===== config.mk =====
export PLATFORM = sky130hd
export DESIGN_NAME = fcsm_top
export DESIGN_NICKNAME = d
export VERILOG_FILES = /design/src/hw/fcsm_pkg.sv /design/src/hw/fcsm_next_state.sv /design/src/hw/fcsm_top.sv
export SDC_FILE = /design/constraint.sdc
export NUM_CORES = 1
export LEC_CHECK = 0
export BUFFER_PORTS_ARGS = -buffer_cell sky130_fd_sc_hd__clkbuf_2
export CORE_AREA = 2 2 166 168
export CTS_CLUSTER_SIZE = 28
export DETAILED_ROUTE_END_ITERATION = 7
export DIE_AREA = 0 0 168 170
export PLACE_DENSITY = 0.57
export SYNTH_ARGS = -nofsm -noshare
export SYNTH_HDL_FRONTEND = slang
export SYNTH_HIERARCHICAL = 1
export SYNTH_SLANG_ARGS = --single-unit

===== constraint.sdc =====
create_clock -name clk -period 9.05 [get_ports clk]
set_input_delay 2.715 -clock clk [delete_from_list [all_inputs] [get_ports clk]]
set_output_delay 2.715 -clock clk [all_outputs]
set_load 0.03 [all_outputs]

===== src/hw/fcsm_pkg.sv =====
// package for the flash command state machine: command codes, states,
// query link field layout, register map of the axi4-lite slave.
// assumes a single 40 MHz clock domain.
package fcsm_pkg;
   localparam logic [7:0] CMD_READ_ARRAY = 8'hff;
   localparam logic [7:0] CMD_WORD_PGM = 8'h10;
   localparam logic [7:0] CMD_WORD_PGM_ALT = 8'h40;
   localparam logic [7:0] CMD_BUF_PGM = 8'he8;
   localparam logic [7:0] CMD_ERASE_SETUP = 8'h20;
   localparam logic [7:0] CMD_FACTORY_SETUP = 8'h80;
   localparam logic [7:0] CMD_CONFIRM = 8'hd0;
   localparam logic [7:0] CMD_SUSPEND = 8'hb0;
   localparam logic [7:0] CMD_READ_STATUS = 8'h70;
   localparam logic [7:0] CMD_CLEAR_STATUS = 8'h50;
   localparam logic [7:0] CMD_READ_ID = 8'h90;
   localparam logic [7:0] CMD_READ_QUERY = 8'h98;
   localparam logic [7:0] CMD_LOCK_SETUP = 8'h60;

   // axi register byte offsets
   localparam logic [7:0] REG_CMD = 8'h00;
   localparam logic [7:0] REG_STATE = 8'h04;
   localparam logic [7:0] REG_MODES = 8'h08;
   localparam logic [7:0] REG_IRQ_STATUS = 8'h0c;
   localparam logic [7:0] REG_IRQ_MASK = 8'h10;
   localparam logic [7:0] REG_DONE = 8'h14;
   localparam logic [7:0] REG_QUERY_LINK = 8'h18;
   localparam logic [7:0] REG_QUERY_QTY = 8'h1c;
   localparam logic [7:0] REG_LINK_CFG = 8'h20;
   localparam logic [7:0] REG_QTY_CFG = 8'h24;

   // query addresses
   localparam logic [11:0] QRY_EXT_BASE = 12'h10a;
   localparam logic [11:0] QRY_LINK_OFS = 12'h048;
   localparam logic [11:0] QRY_LINK_ADDR = QRY_EXT_BASE + QRY_LINK_OFS;
   localparam logic [11:0] QRY_QTY_ADDR = QRY_LINK_ADDR + 12'h004;

   // link field layout
   localparam int LINK_OFS_LSB = 0;
   localparam int LINK_OFS_W = 10;
   localparam int LINK_SEG_LSB = 10;
   localparam int LINK_SEG_W = 18;
   localparam int LINK_TYPE_LSB = 28;
   localparam int LINK_TYPE_W = 3;
   localparam int LINK_MORE_BIT = 31;
   localparam int QTY_N_LSB = 0;
   localparam int QTY_N_W = 4;
   localparam int QTY_DIE_BIT = 4;
   localparam int QTY_PLACE_BIT = 5;
   localparam logic [31:0] LINK_RESET = 32'hffffffff;
   localparam logic [7:0] QTY_RESET = 8'h3f;

   // interrupt status bits
   localparam int IRQ_DONE = 0;
   localparam int IRQ_ERR = 1;
   localparam int IRQ_LOCK_ERR = 2;
   localparam int IRQ_W = 3;

   typedef enum logic [1:0] {
      FCSM_RD_ARRAY = 2'h0,
      FCSM_RD_ID = 2'h1,
      FCSM_RD_QUERY = 2'h2,
      FCSM_RD_STATUS = 2'h3
   } fcsm_rdmode_t;

   typedef enum logic [15:0] {
      S_READY = 16'h0001,
      S_LOCK_SETUP = 16'h0002,
      S_PGM_SETUP = 16'h0004,
      S_PGM_BUSY = 16'h0008,
      S_PGM_SUSP = 16'h0010,
      S_BP_SETUP = 16'h0020,
      S_BP_BUSY = 16'h0040,
      S_BP_SUSP = 16'h0080,
      S_ERS_SETUP = 16'h0100,
      S_ERS_BUSY = 16'h0200,
      S_ERS_SUSP = 16'h0400,
      S_ES_PGM_SETUP = 16'h0800,
      S_ES_PGM_BUSY = 16'h1000,
      S_ES_PGM_SUSP = 16'h2000,
      S_ES_LOCK_SETUP = 16'h4000,
      S_FACT_SETUP = 16'h8000
   } fcsm_state_t;

   typedef struct packed {
      logic valid;
      logic [7:0] code;
      logic [1:0] part;
   } fcsm_cmd_t;

   typedef struct packed {
      logic err;
      logic lockErr;
      logic done;
   } fcsm_evt_t;

   // decode of the word program command pair
   function automatic logic fcsm_is_pgm(input logic [7:0] c);
      return (c == CMD_WORD_PGM) || (c == CMD_WORD_PGM_ALT);
   endfunction : fcsm_is_pgm
endpackage : fcsm_pkg


===== src/hw/fcsm_next_state.sv =====
// next state logic of the command state machine.
// assumes the caller registers the state; purely combinational.
`timescale 1ns/1ps
`default_nettype none
module fcsm_next_state
   import fcsm_pkg::*;
(
   input wire fcsm_state_t cur,
   input wire fcsm_cmd_t cmd,
   input wire logic arrayDone,
   output fcsm_state_t nxt,
   output fcsm_evt_t evt
);
   wire logic [7:0] c = cmd.code;
   wire logic isConf = cmd.valid && c == CMD_CONFIRM;
   wire logic isSusp = cmd.valid && c == CMD_SUSPEND;

   // read mode of the partition is not an input here
   always_comb begin
      nxt = cur;
      evt = '0;
      unique case (cur)
         S_READY: begin
            if (cmd.valid) begin
               if (fcsm_is_pgm(c)) nxt = S_PGM_SETUP;
               else if (c == CMD_BUF_PGM) nxt = S_BP_SETUP;
               else if (c == CMD_ERASE_SETUP) nxt = S_ERS_SETUP;
               else if (c == CMD_FACTORY_SETUP) nxt = S_FACT_SETUP;
               else if (c == CMD_LOCK_SETUP) nxt = S_LOCK_SETUP;
            end
         end
         S_LOCK_SETUP: begin
            if (cmd.valid) begin
               nxt = S_READY;
               evt.lockErr = !isConf;
               evt.done = isConf;
            end
         end
         S_ERS_SETUP: begin
            if (cmd.valid) begin
               nxt = isConf ? S_ERS_BUSY : S_READY;
               evt.err = !isConf;
            end
         end
         S_FACT_SETUP: begin
            if (cmd.valid) begin
               nxt = isConf ? S_BP_BUSY : S_READY;
               evt.err = !isConf;
            end
         end
         S_PGM_SETUP: if (cmd.valid) nxt = S_PGM_BUSY;
         S_BP_SETUP: if (cmd.valid) nxt = isConf ? S_BP_BUSY : S_READY;
         S_PGM_BUSY, S_BP_BUSY, S_ERS_BUSY: begin
            if (isSusp) begin
               nxt = cur == S_PGM_BUSY ? S_PGM_SUSP : (cur == S_BP_BUSY ? S_BP_SUSP : S_ERS_SUSP);
            end else if (arrayDone) begin
               nxt = S_READY;
               evt.done = 1'b1;
            end
         end
         S_PGM_SUSP: if (isConf) nxt = S_PGM_BUSY;
         S_BP_SUSP: if (isConf) nxt = S_BP_BUSY;
         S_ERS_SUSP: begin
            if (isConf) nxt = S_ERS_BUSY;
            else if (cmd.valid && fcsm_is_pgm(c)) nxt = S_ES_PGM_SETUP;
            else if (cmd.valid && c == CMD_LOCK_SETUP) nxt = S_ES_LOCK_SETUP;
         end
         S_ES_PGM_SETUP: if (cmd.valid) nxt = S_ES_PGM_BUSY;
         S_ES_PGM_BUSY: begin
            if (isSusp) nxt = S_ES_PGM_SUSP;
            else if (arrayDone) begin
               nxt = S_ERS_SUSP;
               evt.done = 1'b1;
            end
         end
         S_ES_PGM_SUSP: if (isConf) nxt = S_ES_PGM_BUSY;
         S_ES_LOCK_SETUP: begin
            if (cmd.valid) begin
               nxt = S_ERS_SUSP;
               evt.lockErr = !isConf;
            end
         end
         default: nxt = S_READY;
      endcase
   end
endmodule : fcsm_next_state
`default_nettype wire


===== src/hw/fcsm_top.sv =====
// flash command state machine with axi4-lite register access.
// assumes one clock; commands and array completion come from software.
//
// The placing of the registers and the AXI4-Lite slave port were left to the implementer.
`timescale 1ns/1ps
`default_nettype none
// Notes on behaviour
// - only one partition may program or erase at once
// - each partition keeps its last read mode until changed
// - next state depends on state, command and array done only
// - word program during erase suspend nests inside the suspend
// - link field bits 0-9 hold table offset in segment
// - link field bits 10-27 hold the 32-Mbit segment index
// - link field bits 28-30 hold memory type
// - link field bit 31 set when another link follows
// - link field at query 10Ah plus 48h, four bytes
// - quantity byte follows; low nibble n, quantity n+1; bits 6-7 reserved
// - quantity bit 4 flags table versus die placement
// - quantity bit 5 flags link versus table placement
module fcsm_top
   import fcsm_pkg::*;
#(
   parameter int NUM_PARTS = 4
) (
   input wire logic clk,
   input wire logic rst,
   input wire logic [7:0] s_axi_awaddr,
   input wire logic s_axi_awvalid,
   output logic s_axi_awready,
   input wire logic [31:0] s_axi_wdata,
   input wire logic [3:0] s_axi_wstrb,
   input wire logic s_axi_wvalid,
   output logic s_axi_wready,
   output logic [1:0] s_axi_bresp,
   output logic s_axi_bvalid,
   input wire logic s_axi_bready,
   input wire logic [7:0] s_axi_araddr,
   input wire logic s_axi_arvalid,
   output logic s_axi_arready,
   output logic [31:0] s_axi_rdata,
   output logic [1:0] s_axi_rresp,
   output logic s_axi_rvalid,
   input wire logic s_axi_rready,
   output logic irq
);
   fcsm_state_t stateReg;
   fcsm_state_t stateNext;
   fcsm_rdmode_t modeReg [NUM_PARTS];
   logic [1:0] activePartReg;
   logic [IRQ_W-1:0] irqStatusReg;
   logic [IRQ_W-1:0] irqMaskReg;
   logic [31:0] linkReg;
   logic [7:0] qtyReg;
   logic [7:0] awAddrReg;
   logic [31:0] wDataReg;
   logic [3:0] wStrbReg;
   logic awHeldReg;
   logic wHeldReg;
   logic bValidReg;
   logic [1:0] bRespReg;
   logic rValidReg;
   logic [31:0] rDataReg;
   logic [1:0] rRespReg;
   fcsm_evt_t evt;

   // write path: address and data are latched in either order
   wire logic awTake = s_axi_awvalid && !awHeldReg && !bValidReg;
   wire logic wTake = s_axi_wvalid && !wHeldReg && !bValidReg;
   wire logic [7:0] wrAddr = awHeldReg ? awAddrReg : s_axi_awaddr;
   wire logic [31:0] wrData = wHeldReg ? wDataReg : s_axi_wdata;
   wire logic [3:0] wrStrb = wHeldReg ? wStrbReg : s_axi_wstrb;
   wire logic wrGo = (awHeldReg || awTake) && (wHeldReg || wTake);
   wire logic wrCmd = wrGo && wrAddr == REG_CMD;
   wire logic wrDone = wrGo && wrAddr == REG_DONE && wrData[0];
   wire logic wrIrqSt = wrGo && wrAddr == REG_IRQ_STATUS;
   wire logic wrMask = wrGo && wrAddr == REG_IRQ_MASK;
   wire logic wrLink = wrGo && wrAddr == REG_LINK_CFG;
   wire logic wrQty = wrGo && wrAddr == REG_QTY_CFG;
   wire logic wrKnown = wrCmd || wrAddr == REG_DONE || wrIrqSt || wrMask || wrLink || wrQty;
   wire logic fullWord = wrStrb == 4'hf;

   // command register: code in 7:0, partition in 9:8
   fcsm_cmd_t cmd;
   assign cmd.valid = wrCmd && wrStrb[0];
   assign cmd.code = wrData[7:0];
   assign cmd.part = wrData[9:8];

   wire logic opBusy = !(stateReg inside {S_READY, S_LOCK_SETUP});
   // a foreign partition may not start a new op while one is open
   wire logic foreignStart = opBusy && cmd.part != activePartReg &&
      (fcsm_is_pgm(cmd.code) || cmd.code == CMD_BUF_PGM || cmd.code == CMD_ERASE_SETUP);
   fcsm_cmd_t cmdGated;
   assign cmdGated.valid = cmd.valid && !foreignStart;
   assign cmdGated.code = cmd.code;
   assign cmdGated.part = cmd.part;

   fcsm_next_state u_next (
      .cur(stateReg),
      .cmd(cmdGated),
      .arrayDone(wrDone),
      .nxt(stateNext),
      .evt(evt)
   );

   wire logic startOp = stateReg == S_READY && stateNext != S_READY;
   wire logic [IRQ_W-1:0] irqSet = {evt.lockErr, evt.err | (cmd.valid & foreignStart), evt.done};

   always_ff @(posedge clk or posedge rst) begin
      if (rst) stateReg <= S_READY;
      else stateReg <= stateNext;
   end

   always_ff @(posedge clk or posedge rst) begin
      if (rst) activePartReg <= 2'h0;
      else if (startOp) activePartReg <= cmd.part;
   end

   // read mode per partition; the state machine never looks at it
   function automatic fcsm_rdmode_t mode_of(input logic [7:0] c, input fcsm_rdmode_t old);
      if (c == CMD_READ_ARRAY) return FCSM_RD_ARRAY;
      if (c == CMD_READ_ID) return FCSM_RD_ID;
      if (c == CMD_READ_QUERY) return FCSM_RD_QUERY;
      if (c == CMD_READ_STATUS) return FCSM_RD_STATUS;
      return old;
   endfunction : mode_of

   for (genvar p = 0; p < NUM_PARTS; p++) begin : g_mode
      always_ff @(posedge clk or posedge rst) begin
         if (rst) modeReg[p] <= FCSM_RD_ARRAY;
         else if (cmdGated.valid && cmd.part == 2'(p)) modeReg[p] <= mode_of(cmd.code, modeReg[p]);
      end
   end

   // sticky status, set wins over write-one-to-clear
   always_ff @(posedge clk or posedge rst) begin
      if (rst) irqStatusReg <= '0;
      else irqStatusReg <= (irqStatusReg & ~(wrIrqSt ? wrData[IRQ_W-1:0] : '0)) | irqSet;
   end

   always_ff @(posedge clk or posedge rst) begin
      if (rst) irqMaskReg <= '0;
      else if (wrMask) irqMaskReg <= wrData[IRQ_W-1:0];
   end

   // level irq; clear status command leaves these bits, only software w1c clears them
   assign irq = |(irqStatusReg & irqMaskReg);

   // link field and quantity byte are software loaded; link needs a full word, quantity only byte lane 0
   always_ff @(posedge clk or posedge rst) begin
      if (rst) linkReg <= LINK_RESET;
      else if (wrLink && fullWord) linkReg <= wrData;
   end

   always_ff @(posedge clk or posedge rst) begin
      if (rst) qtyReg <= QTY_RESET;
      else if (wrQty && wrStrb[0]) qtyReg <= {2'b00, wrData[5:0]};
   end

   // axi write channel registers
   always_ff @(posedge clk or posedge rst) begin
      if (rst) begin
         awHeldReg <= 1'b0;
         wHeldReg <= 1'b0;
         awAddrReg <= 8'h00;
         wDataReg <= 32'h00000000;
         wStrbReg <= 4'h0;
      end else begin
         if (wrGo) awHeldReg <= 1'b0;
         else if (awTake) awHeldReg <= 1'b1;
         if (wrGo) wHeldReg <= 1'b0;
         else if (wTake) wHeldReg <= 1'b1;
         if (awTake) awAddrReg <= s_axi_awaddr;
         if (wTake) begin
            wDataReg <= s_axi_wdata;
            wStrbReg <= s_axi_wstrb;
         end
      end
   end

   always_ff @(posedge clk or posedge rst) begin
      if (rst) begin
         bValidReg <= 1'b0;
         bRespReg <= 2'b00;
      end else if (wrGo) begin
         bValidReg <= 1'b1;
         bRespReg <= wrKnown ? 2'b00 : 2'b10;
      end else if (s_axi_bready) bValidReg <= 1'b0;
   end

   assign s_axi_awready = !awHeldReg && !bValidReg;
   assign s_axi_wready = !wHeldReg && !bValidReg;
   assign s_axi_bvalid = bValidReg;
   assign s_axi_bresp = bRespReg;

   // read decode
   logic [2*NUM_PARTS-1:0] modesPacked;
   always_comb begin
      for (int i = 0; i < NUM_PARTS; i++) modesPacked[2*i +: 2] = modeReg[i];
   end
   wire logic arTake = s_axi_arvalid && !rValidReg;
   wire logic [31:0] rdState = {12'h000, 2'b00, activePartReg, stateReg};
   wire logic [31:0] linkView = {linkReg[LINK_MORE_BIT], linkReg[LINK_TYPE_LSB +: LINK_TYPE_W],
      linkReg[LINK_SEG_LSB +: LINK_SEG_W], linkReg[LINK_OFS_LSB +: LINK_OFS_W]};
   wire logic [7:0] qtyView = {2'b00, qtyReg[QTY_PLACE_BIT], qtyReg[QTY_DIE_BIT], qtyReg[QTY_N_LSB +: QTY_N_W]};
   logic [31:0] rdMux;
   logic rdOk;
   always_comb begin
      rdOk = 1'b1;
      unique case (s_axi_araddr)
         REG_CMD: rdMux = 32'h00000000;
         REG_STATE: rdMux = rdState;
         REG_MODES: rdMux = 32'(modesPacked);
         REG_IRQ_STATUS: rdMux = 32'(irqStatusReg);
         REG_IRQ_MASK: rdMux = 32'(irqMaskReg);
         REG_DONE: rdMux = 32'h00000000;
         REG_QUERY_LINK, REG_LINK_CFG: rdMux = linkView;
         REG_QUERY_QTY, REG_QTY_CFG: rdMux = 32'(qtyView);
         default: begin
            rdMux = 32'h00000000;
            rdOk = 1'b0;
         end
      endcase
   end

   always_ff @(posedge clk or posedge rst) begin
      if (rst) begin
         rValidReg <= 1'b0;
         rDataReg <= 32'h00000000;
         rRespReg <= 2'b00;
      end else if (arTake) begin
         rValidReg <= 1'b1;
         rDataReg <= rdMux;
         rRespReg <= rdOk ? 2'b00 : 2'b10;
      end else if (s_axi_rready) rValidReg <= 1'b0;
   end

   assign s_axi_arready = !rValidReg;
   assign s_axi_rvalid = rValidReg;
   assign s_axi_rdata = rDataReg;
   assign s_axi_rresp = rRespReg;
endmodule : fcsm_top
`default_nettype wire


==> results of run 1 <==
sequential cells by signal, summed over array words and instances, names as in the netlist:
register       cells
s_axi_bresp        1
awAddrReg          8
modeReg            8
awHeldReg          1
s_axi_rdata       32
irqMaskReg         3
wDataReg          32
activePartReg      2
wHeldReg           1
linkReg           32
s_axi_rresp        1
qtyReg             6
irqStatusReg       3
wStrbReg           4
s_axi_rvalid       1
stateReg          16
s_axi_bvalid       1
through the flow:
stage	instances	hold slack, ns
5_1_grt	1200	0.498
3_3_place_gp	1168	0.454
3_5_place_dp	1168	0.459
4_1_cts	1200	0.468
2_1_floorplan	773	0.445
6_report	1200	0.467
per-layer routing:
layer,vias up,wire length [um]
met4,0,207
met2,190,9830
met1,3159,10300
met3,16,1270
met5,-,0
li1,3028,-
layout make-up:
class / count / area (um^2)
Clock inverter: 12 / 165
Sequential cell: 152 / 3850
Timing Repair Buffer: 105 / 543
Fill cell: 2651 / 17100
Multi-Input combinational cell: 558 / 4050
Tap cell: 341 / 427
Inverter: 12 / 50.0
Clock buffer: 20 / 447
logic make-up after synthesis:
family	after synthesis	synth area share, %
and+or+nand+nor	256	17.2
buffers and inverters	63	3.75
xor gates and xnor gates	12	1.29
muxes	107	14.3
other	1	0.0459
AOI/OAI and AO/OA	181	16.3
DFF	152	47.1
power by group:
part           internal, uW  total (uW)  switching [uW]
clock                   447         752             305
sequential              810         910             101
combinational           267         603             336
total                  1520        2270             741
cells in the final DEF, fill, tap and decap left out, types with 15 or more instances in the layout:
cell type	netlist	final
dfrtp_1	113	112
clkbuf_2	2	98
nand2_1	106	105
nor3_1	19	18
clkbuf_16	0	17
a22oi_1	17	17
mux2i_1	28	28
nor4_1	18	18
nor2_1	25	25
o21ai_0	68	68
dfstp_2	39	39
mux2_2	79	79
a21oi_1	15	15
critical path: cells and delay by family:
| kind | cells | cell delay [ns] |
|---|---|---|
| buffers and inverters | 1 | 0.10 |
| AND/OR/NAND/NOR | 8 | 2.82 |
| AO/OA/AOI/OAI | 5 | 1.17 |
synthesized netlist by cell type, drive strengths merged, types with 3 or more instances:
library cell,instances
dfrtp,113
nand2,107
mux2,79
o21ai,70
dfstp,39
clkbuf,29
mux2i,28
nor2,25
buf,22
nor4,20
nor3,19
a22oi,18
a21oi,15
inv,12
nand3,12
a21o,11
a22o,10
a222oi,9
or4,9
a2111oi,6
nand4,6
nor3b,6
nor4b,6
xnor2,6
xor2,6
nand2b,5
nand3b,5
o211ai,5
a31oi,4
nand4b,4
nand4bb,4
o22ai,4
o2bb2ai,4
or3,4
or3b,4
and2,3
and3,3
nor2b,3
o2111ai,3
worst min path at each step:
stage	cells past startpoint	to	slack, ns
2_1_floorplan	2	linkReg[22]	0.44
3_3_place_gp	2	linkReg[22]	0.45
3_5_place_dp	2	linkReg[22]	0.46
4_1_cts	2	linkReg[22]	0.47
5_1_grt	2	linkReg[22]	0.50
6_report	2	linkReg[22]	0.47
==> summary.md, run 1 <==
| Metric | Value |
|---|---|
| Status | `finished, final reports clean` |
| Largest net degree at the start of global routing | `just under 80` |
| H-tree lvl count | `4` |
| Row cnt | `60` |
| Tcrit/Tclk final | `between 70% and 80%` |
| Synth warnings | `6` |
| Routed via count | `6,393` |
| M1 GR Usage | `between 20% and 30%` |
| Initial antenna violation count | `0` |
| ANT nets after route | `0` |
| Tmin final | `approximately 6.5 ns` |
| Layout cell share with drive strength beyond 1 | `about a third` |
| Grt total ovfl | `0` |
| Area share of the largest cell type after synthesis | `about 35%` |
| Final hold violations | `0` |
| TritonCTS clock tree | `built` |
| Vias in the first global route | `6,212` |
| Design area | `between 9000 and 10,000 um^2` |
| Max-cap violations | `0` |
| FF-to-FF path depth | `15` |
| Top cell type by total area after synthesis | `dfrtp_1` |
| CTS resizes | `0` |
| PnR Total Power | `between 2000 and 2500 uW` |
| Register area share after synthesis | `between 40% and 50%` |
| Total routed wirelength | `between 20,000 and 25,000 um` |
| Initial Util | `just over 30%` |
| GRT Util Overall | `between 10% and 20%` |
| Clock Sinks | `around 150` |
| Drt pass-1 iters | `5` |
| Hold crit path type | `reg -> reg` |
| Hold_sp | `linkReg[22]` |
| Dpl cell area | `just under 9000 um^2` |
| Gr busiest metal | `met2` |
| Clk Latency, worst-skew pair | `about 0.43 ns` |
| Port bufs | `between 90 and 100` |
| Diodes inserted | `0` |
| Max-Slew Margin vs Limit | `28.2%` |
| Worst Setup Start Kind | `primary input` |
| Post-Synthesis Cells | `between 700 and 800` |
| Routed vias/inst | `around 5.3` |
| Synthesized area | `between 8000 and 9000 um^2` |
| Core Box Area | `roughly 27,000 um^2` |
| Longest Clk Path Bufs | `2` |
| Clock Skew | `~0.010 ns` |
| Synth Area per Inst | `~11 um^2` |
| CP max-delay cell | `nor2_1` |
| R2R Path Start | `wHeldReg` |
| Hpwl dp | `approximately 15,000 um` |
| CP Data Required Time | `9.31 ns` |
| Pwr dens | `238 nW/um^2` |
| Slowest stage delay, CP | `approximately 0.7 ns` |
| Root Buffer | `clkbuf_16` |
| Layout Utilization | `between 30% and 40%` |
| Die area | `between 20,000 and 30,000 um^2` |
| Main synth FF type | `dfrtp_1` |
| Gpl congestion | `about 0.90` |
| Post-synth EDFFs | `0` |
| CP endpoint | `activePartReg[1]` |
| Total CTS buffers | `17` |
| Place WS | `~2.1 ns` |
| Setup violations, final | `0` |
| Worst setup path startpoint | `s_axi_awaddr[0]` |
| Setup crit end kind | `flop` |
| Library cells used by synthesis | `between 80 and 90` |
| Grt met3 use | `4.05%` |
| Fin. max-slew vios | `0` |
| Post-layout worst setup margin | `~2.5 ns` |
| Post-route setup TNS | `0 ns` |
| VDD IR max | `between 100 and 150 uV` |
| First-pass GRT wire length | `around 35,000 um` |
| Static Leak | `around 0.004 uW` |
| Flop and latch count out of synthesis | `between 150 and 200` |
| Die H | `about 170 um` |
| Post-synth ARST share | `between 90% and 100%` |
| Leading post-synthesis cells by cell area | `dfrtp_1, dfstp_2, mux2_2` |
| Per-cell routed wire length | `18.0 um` |
| Die Wd | `168 um` |
| R2r setup slk | `3.95 ns` |
| Max Clk Rate | `~150 MHz` |
| Postcts setup bufs | `0` |
| Critical path type | `in -> reg` |
| Clock slew at reported path FFs | `approximately 0.060 ns` |
| Fin nets | `between 900 and 1,000` |
| Critical path data arrival time | `between 6 and 7 ns` |
| Crit-path cells | `clkbuf_2 > or4_4 > a221oi_4 > nand4bb_4 > nor2_1 > nand2_1 > or3_1 > o211ai_4 > o211ai_2 > o311a_1 > nor4_1 > nand4_1 > nand4bb_1 > o21ai_0` |
| Worst-path fanout max | `10` |
| I/O pins | `101` |
| Met2 GRT Util | `24.3%` |
| Hold buffers post-CTS | `0` |
| Layout area overhead | `16.6%` |
| FF-to-FF End | `activePartReg[1]` |
| Initial drt markers | `515` |
| Unrepaired setup endpoints after global routing | `no` |
| # DRC | `0` |
| Worst-Margin Slew | `1.07 ns` |
Note: power is estimated with default switching activity, not from simulation.
==> inputs of run 2 (changes only) <==
==> constraint.sdc (replaced) <==
create_clock -name clk -period 6.3 [get_ports clk]
set_input_delay 1.89 -clock clk [delete_from_list [all_inputs] [get_ports clk]]
set_output_delay 1.89 -clock clk [all_outputs]
set_load 0.03 [all_outputs]
==> summary.md, run 2 (synthesis results as in run 1) <==
| Metric | Value |
|---|---|
| Dpl cells | `1,171 (+0.26%)` |
| Setup violations, final | `0 (unchanged)` |
| Total routed wirelength | `21,700 um (+0.38%)` |
| Clock Sinks | `152 (unchanged)` |
| Worst-Margin Slew | `1.09 ns (+0.0196 ns)` |
| Initial antenna violation count | `0 (unchanged)` |
| Postcts setup bufs | `0 (unchanged)` |
| Layout cell share with drive strength beyond 1 | `34.2% (+0.35 points)` |
| R2R Path Start | `wHeldReg` |
| Core Box Area | `26,700 um^2 (unchanged)` |
| CP Data Required Time | `6.57 ns (-2.74 ns)` |
| Hold slack | `0.466 ns (-0.00147 ns)` |
| Commonest cells after routing, fill and taps aside | `dfrtp_1, nand2_1, clkbuf_2` |
| Critical path type | `in -> reg` |
| Post-layout worst setup margin | `1.24 ns (-1.27 ns)` |
| FF-to-FF path depth | `14 (-1)` |
| Comb pwr share | `25.8% (-0.8 points)` |
| ANT nets after route | `0 (unchanged)` |
| Root Buffer | `clkbuf_16` |
| Die Wd | `168 um (unchanged)` |
| Die H | `170 um (unchanged)` |
| Worst Setup Start Kind | `primary input` |
| Routed via count | `6,335 (-0.91%)` |
| Port bufs | `98 (unchanged)` |
| Hold crit path type | `reg -> reg` |
| Setup crit end kind | `flop` |
| Hpwl dp | `15,300 um (+1.8%)` |
| Critical path data arrival time | `5.33 ns (-1.48 ns)` |
| Clock share of power | `32.7% (-0.5 points)` |
| Max Clk Rate | `between 150 and 200 MHz` |
| H-tree lvl count | `4 (unchanged)` |
| Die area | `28,600 um^2 (unchanged)` |
| Initial drt markers | `386 (-25%)` |
| Grt total ovfl | `0 (unchanged)` |
| Design area | `9540 um^2 (+0.13%)` |
| FF-to-FF End | `activePartReg[1]` |
| Vias in the first global route | `6,228 (+0.26%)` |
| Clk Latency, worst-skew pair | `0.43 ns (about the same)` |
| Fin nets | `908 (+0.33%)` |
| Final Non-Filler Cells | `1,203 (+0.25%)` |
| Status | `finished, final reports clean` |
| Longest Clk Path Bufs | `2 (unchanged)` |
| Psw | `1070 uW (+44%)` |
| Dpl cell area | `8940 um^2 (+0.25%)` |
| Clock slew at reported path FFs | `0.06 ns (about the same)` |
| Sw frac | `33.2% (+0.42 points)` |
| Flop pwr share | `41.6% (+1.4 points)` |
| Gpl congestion | `0.879 (-2.0%)` |
| Worst setup path startpoint | `s_axi_awaddr[0]` |
| Routed vias/inst | `5.27 (-1.2%)` |
| Tcrit/Tclk final | `around four fifths` |
| Final hold violations | `0 (unchanged)` |
| R2r setup slk | `1.82 ns (-2.13 ns)` |
| Pwr dens | `338 nW/um^2 (+42%)` |
| Initial Util | `30.7% (unchanged)` |
| Row cnt | `60 (unchanged)` |
| Unrepaired setup endpoints after global routing | `no` |
| Per-cell routed wire length | `18.0 um (+0.13%)` |
| Largest net degree at the start of global routing | `90 (+15%)` |
| VDD IR max | `142 uV (+21%)` |
| P_int | `2150 uW (+41%)` |
| Max-cap violations | `0 (unchanged)` |
| Fin. max-slew vios | `0 (unchanged)` |
| # DRC | `0 (unchanged)` |
| CP endpoint | `activePartReg[1]` |
| GRT Util Overall | `15.5% (-0.068 points)` |
| Tmin final | `a little over 5 ns` |
| Max-Slew Margin vs Limit | `26.8% (-1.3 points)` |
| Static Leak | `0.00405 uW (+0.40%)` |
| TritonCTS clock tree | `built` |
| Diodes inserted | `0 (unchanged)` |
| Layout area overhead | `16.7%` |
| Worst-path fanout max | `6 (-4)` |
| Commonest non-fill, non-tap cell in the layout | `dfrtp_1` |
| I/O pins | `101 (unchanged)` |
| Post-route setup TNS | `0 ns (unchanged)` |
| Total CTS buffers | `17 (unchanged)` |
| Drt pass-1 iters | `5 (unchanged)` |
| Hold buffers post-CTS | `0 (unchanged)` |
| Place WS | `0.804 ns (-1.32 ns)` |
| Clock Skew | `0.00974 ns (-0.000405 ns)` |
| # fillers | `2,675 (+0.91%)` |
| First-pass GRT wire length | `34,800 um (-0.14%)` |
| CTS resizes | `0 (unchanged)` |
-- run 2: cell count changes in the layout (fill, tap and decap cells not counted) --
cell / before / now
inv_8: 1 / 3
clkbuf_1: 2 / 1
buf_4: 7 / 10
clkinv_4: 1 / 3
bufinv_16: 3 / 2
inv_6: 5 / 4
clkinvlp_4: 2 / 1
-- run 2: stage by stage --
| stage | util, % | power (uW) |
|---|---|---|
| after floorplan | - | 1970 |
| after global placement | 33.5 | 2180 |
| after detailed placement | 33.5 | 2190 |
| after CTS | 35.8 | 3260 |
| after global routing | 35.8 | 3400 |
| final | 35.8 | 3220 |
-- run 2: how the worst min path moves through the flow --
stage / start / endpoint / slack, ns / cells past startpoint
2_1_floorplan: linkReg[22] / linkReg[22] / 0.44 / 2
3_3_place_gp: linkReg[22] / linkReg[22] / 0.46 / 2
3_5_place_dp: linkReg[22] / linkReg[22] / 0.46 / 2
4_1_cts: linkReg[22] / linkReg[22] / 0.47 / 2
5_1_grt: s_axi_rresp[1] / s_axi_rresp[1] / 0.49 / 1
6_report: linkReg[22] / linkReg[22] / 0.47 / 2
-- run 2: area by class of cell --
type	instances	area (um^2)	share of cell area (%)
clock inverter	13	159	1.67
clock buffer	19	443	4.64
multi-input combinational	558	4050	42.4
timing repair buffer	108	566	5.93
inverter	12	50.0	0.524
tap	341	427	4.47
sequential	152	3850	40.4
-- run 2: power by group through the flow --
| stage | logic [uW] | clock network [uW] | registers [uW] |
|---|---|---|---|
| floorplan | 686 | 0 | 1290 |
| global placement | 825 | 0 | 1350 |
| detailed placement | 831 | 0 | 1360 |
| CTS | 834 | 1080 | 1340 |
| global route | 905 | 1120 | 1370 |
| finish | 830 | 1050 | 1340 |
-- run 2: critical path, stage by stage --
cell       delay (ns)
clkbuf_2         0.10
or4_4            0.53
a221oi_4         0.36
nand4bb_4        0.21
nor2_1           0.21
nand2_1          0.12
or3_1            0.53
o211ai_4         0.17
nand2_1          0.12
o311a_1          0.36
nor4_1           0.27
nand4_1          0.15
nand4bb_1        0.20
o21ai_0          0.10
-- run 2: metal layers --
metal | up-vias | GRT usage, % | share of wire [%]
met5 | - | 0 | 0
met4 | 0 | 4.69 | 1.4
met3 | 26 | 3.49 | 5.2
met2 | 163 | 24.7 | 46
met1 | 3114 | 21.1 | 47
li1 | 3032 | - | -
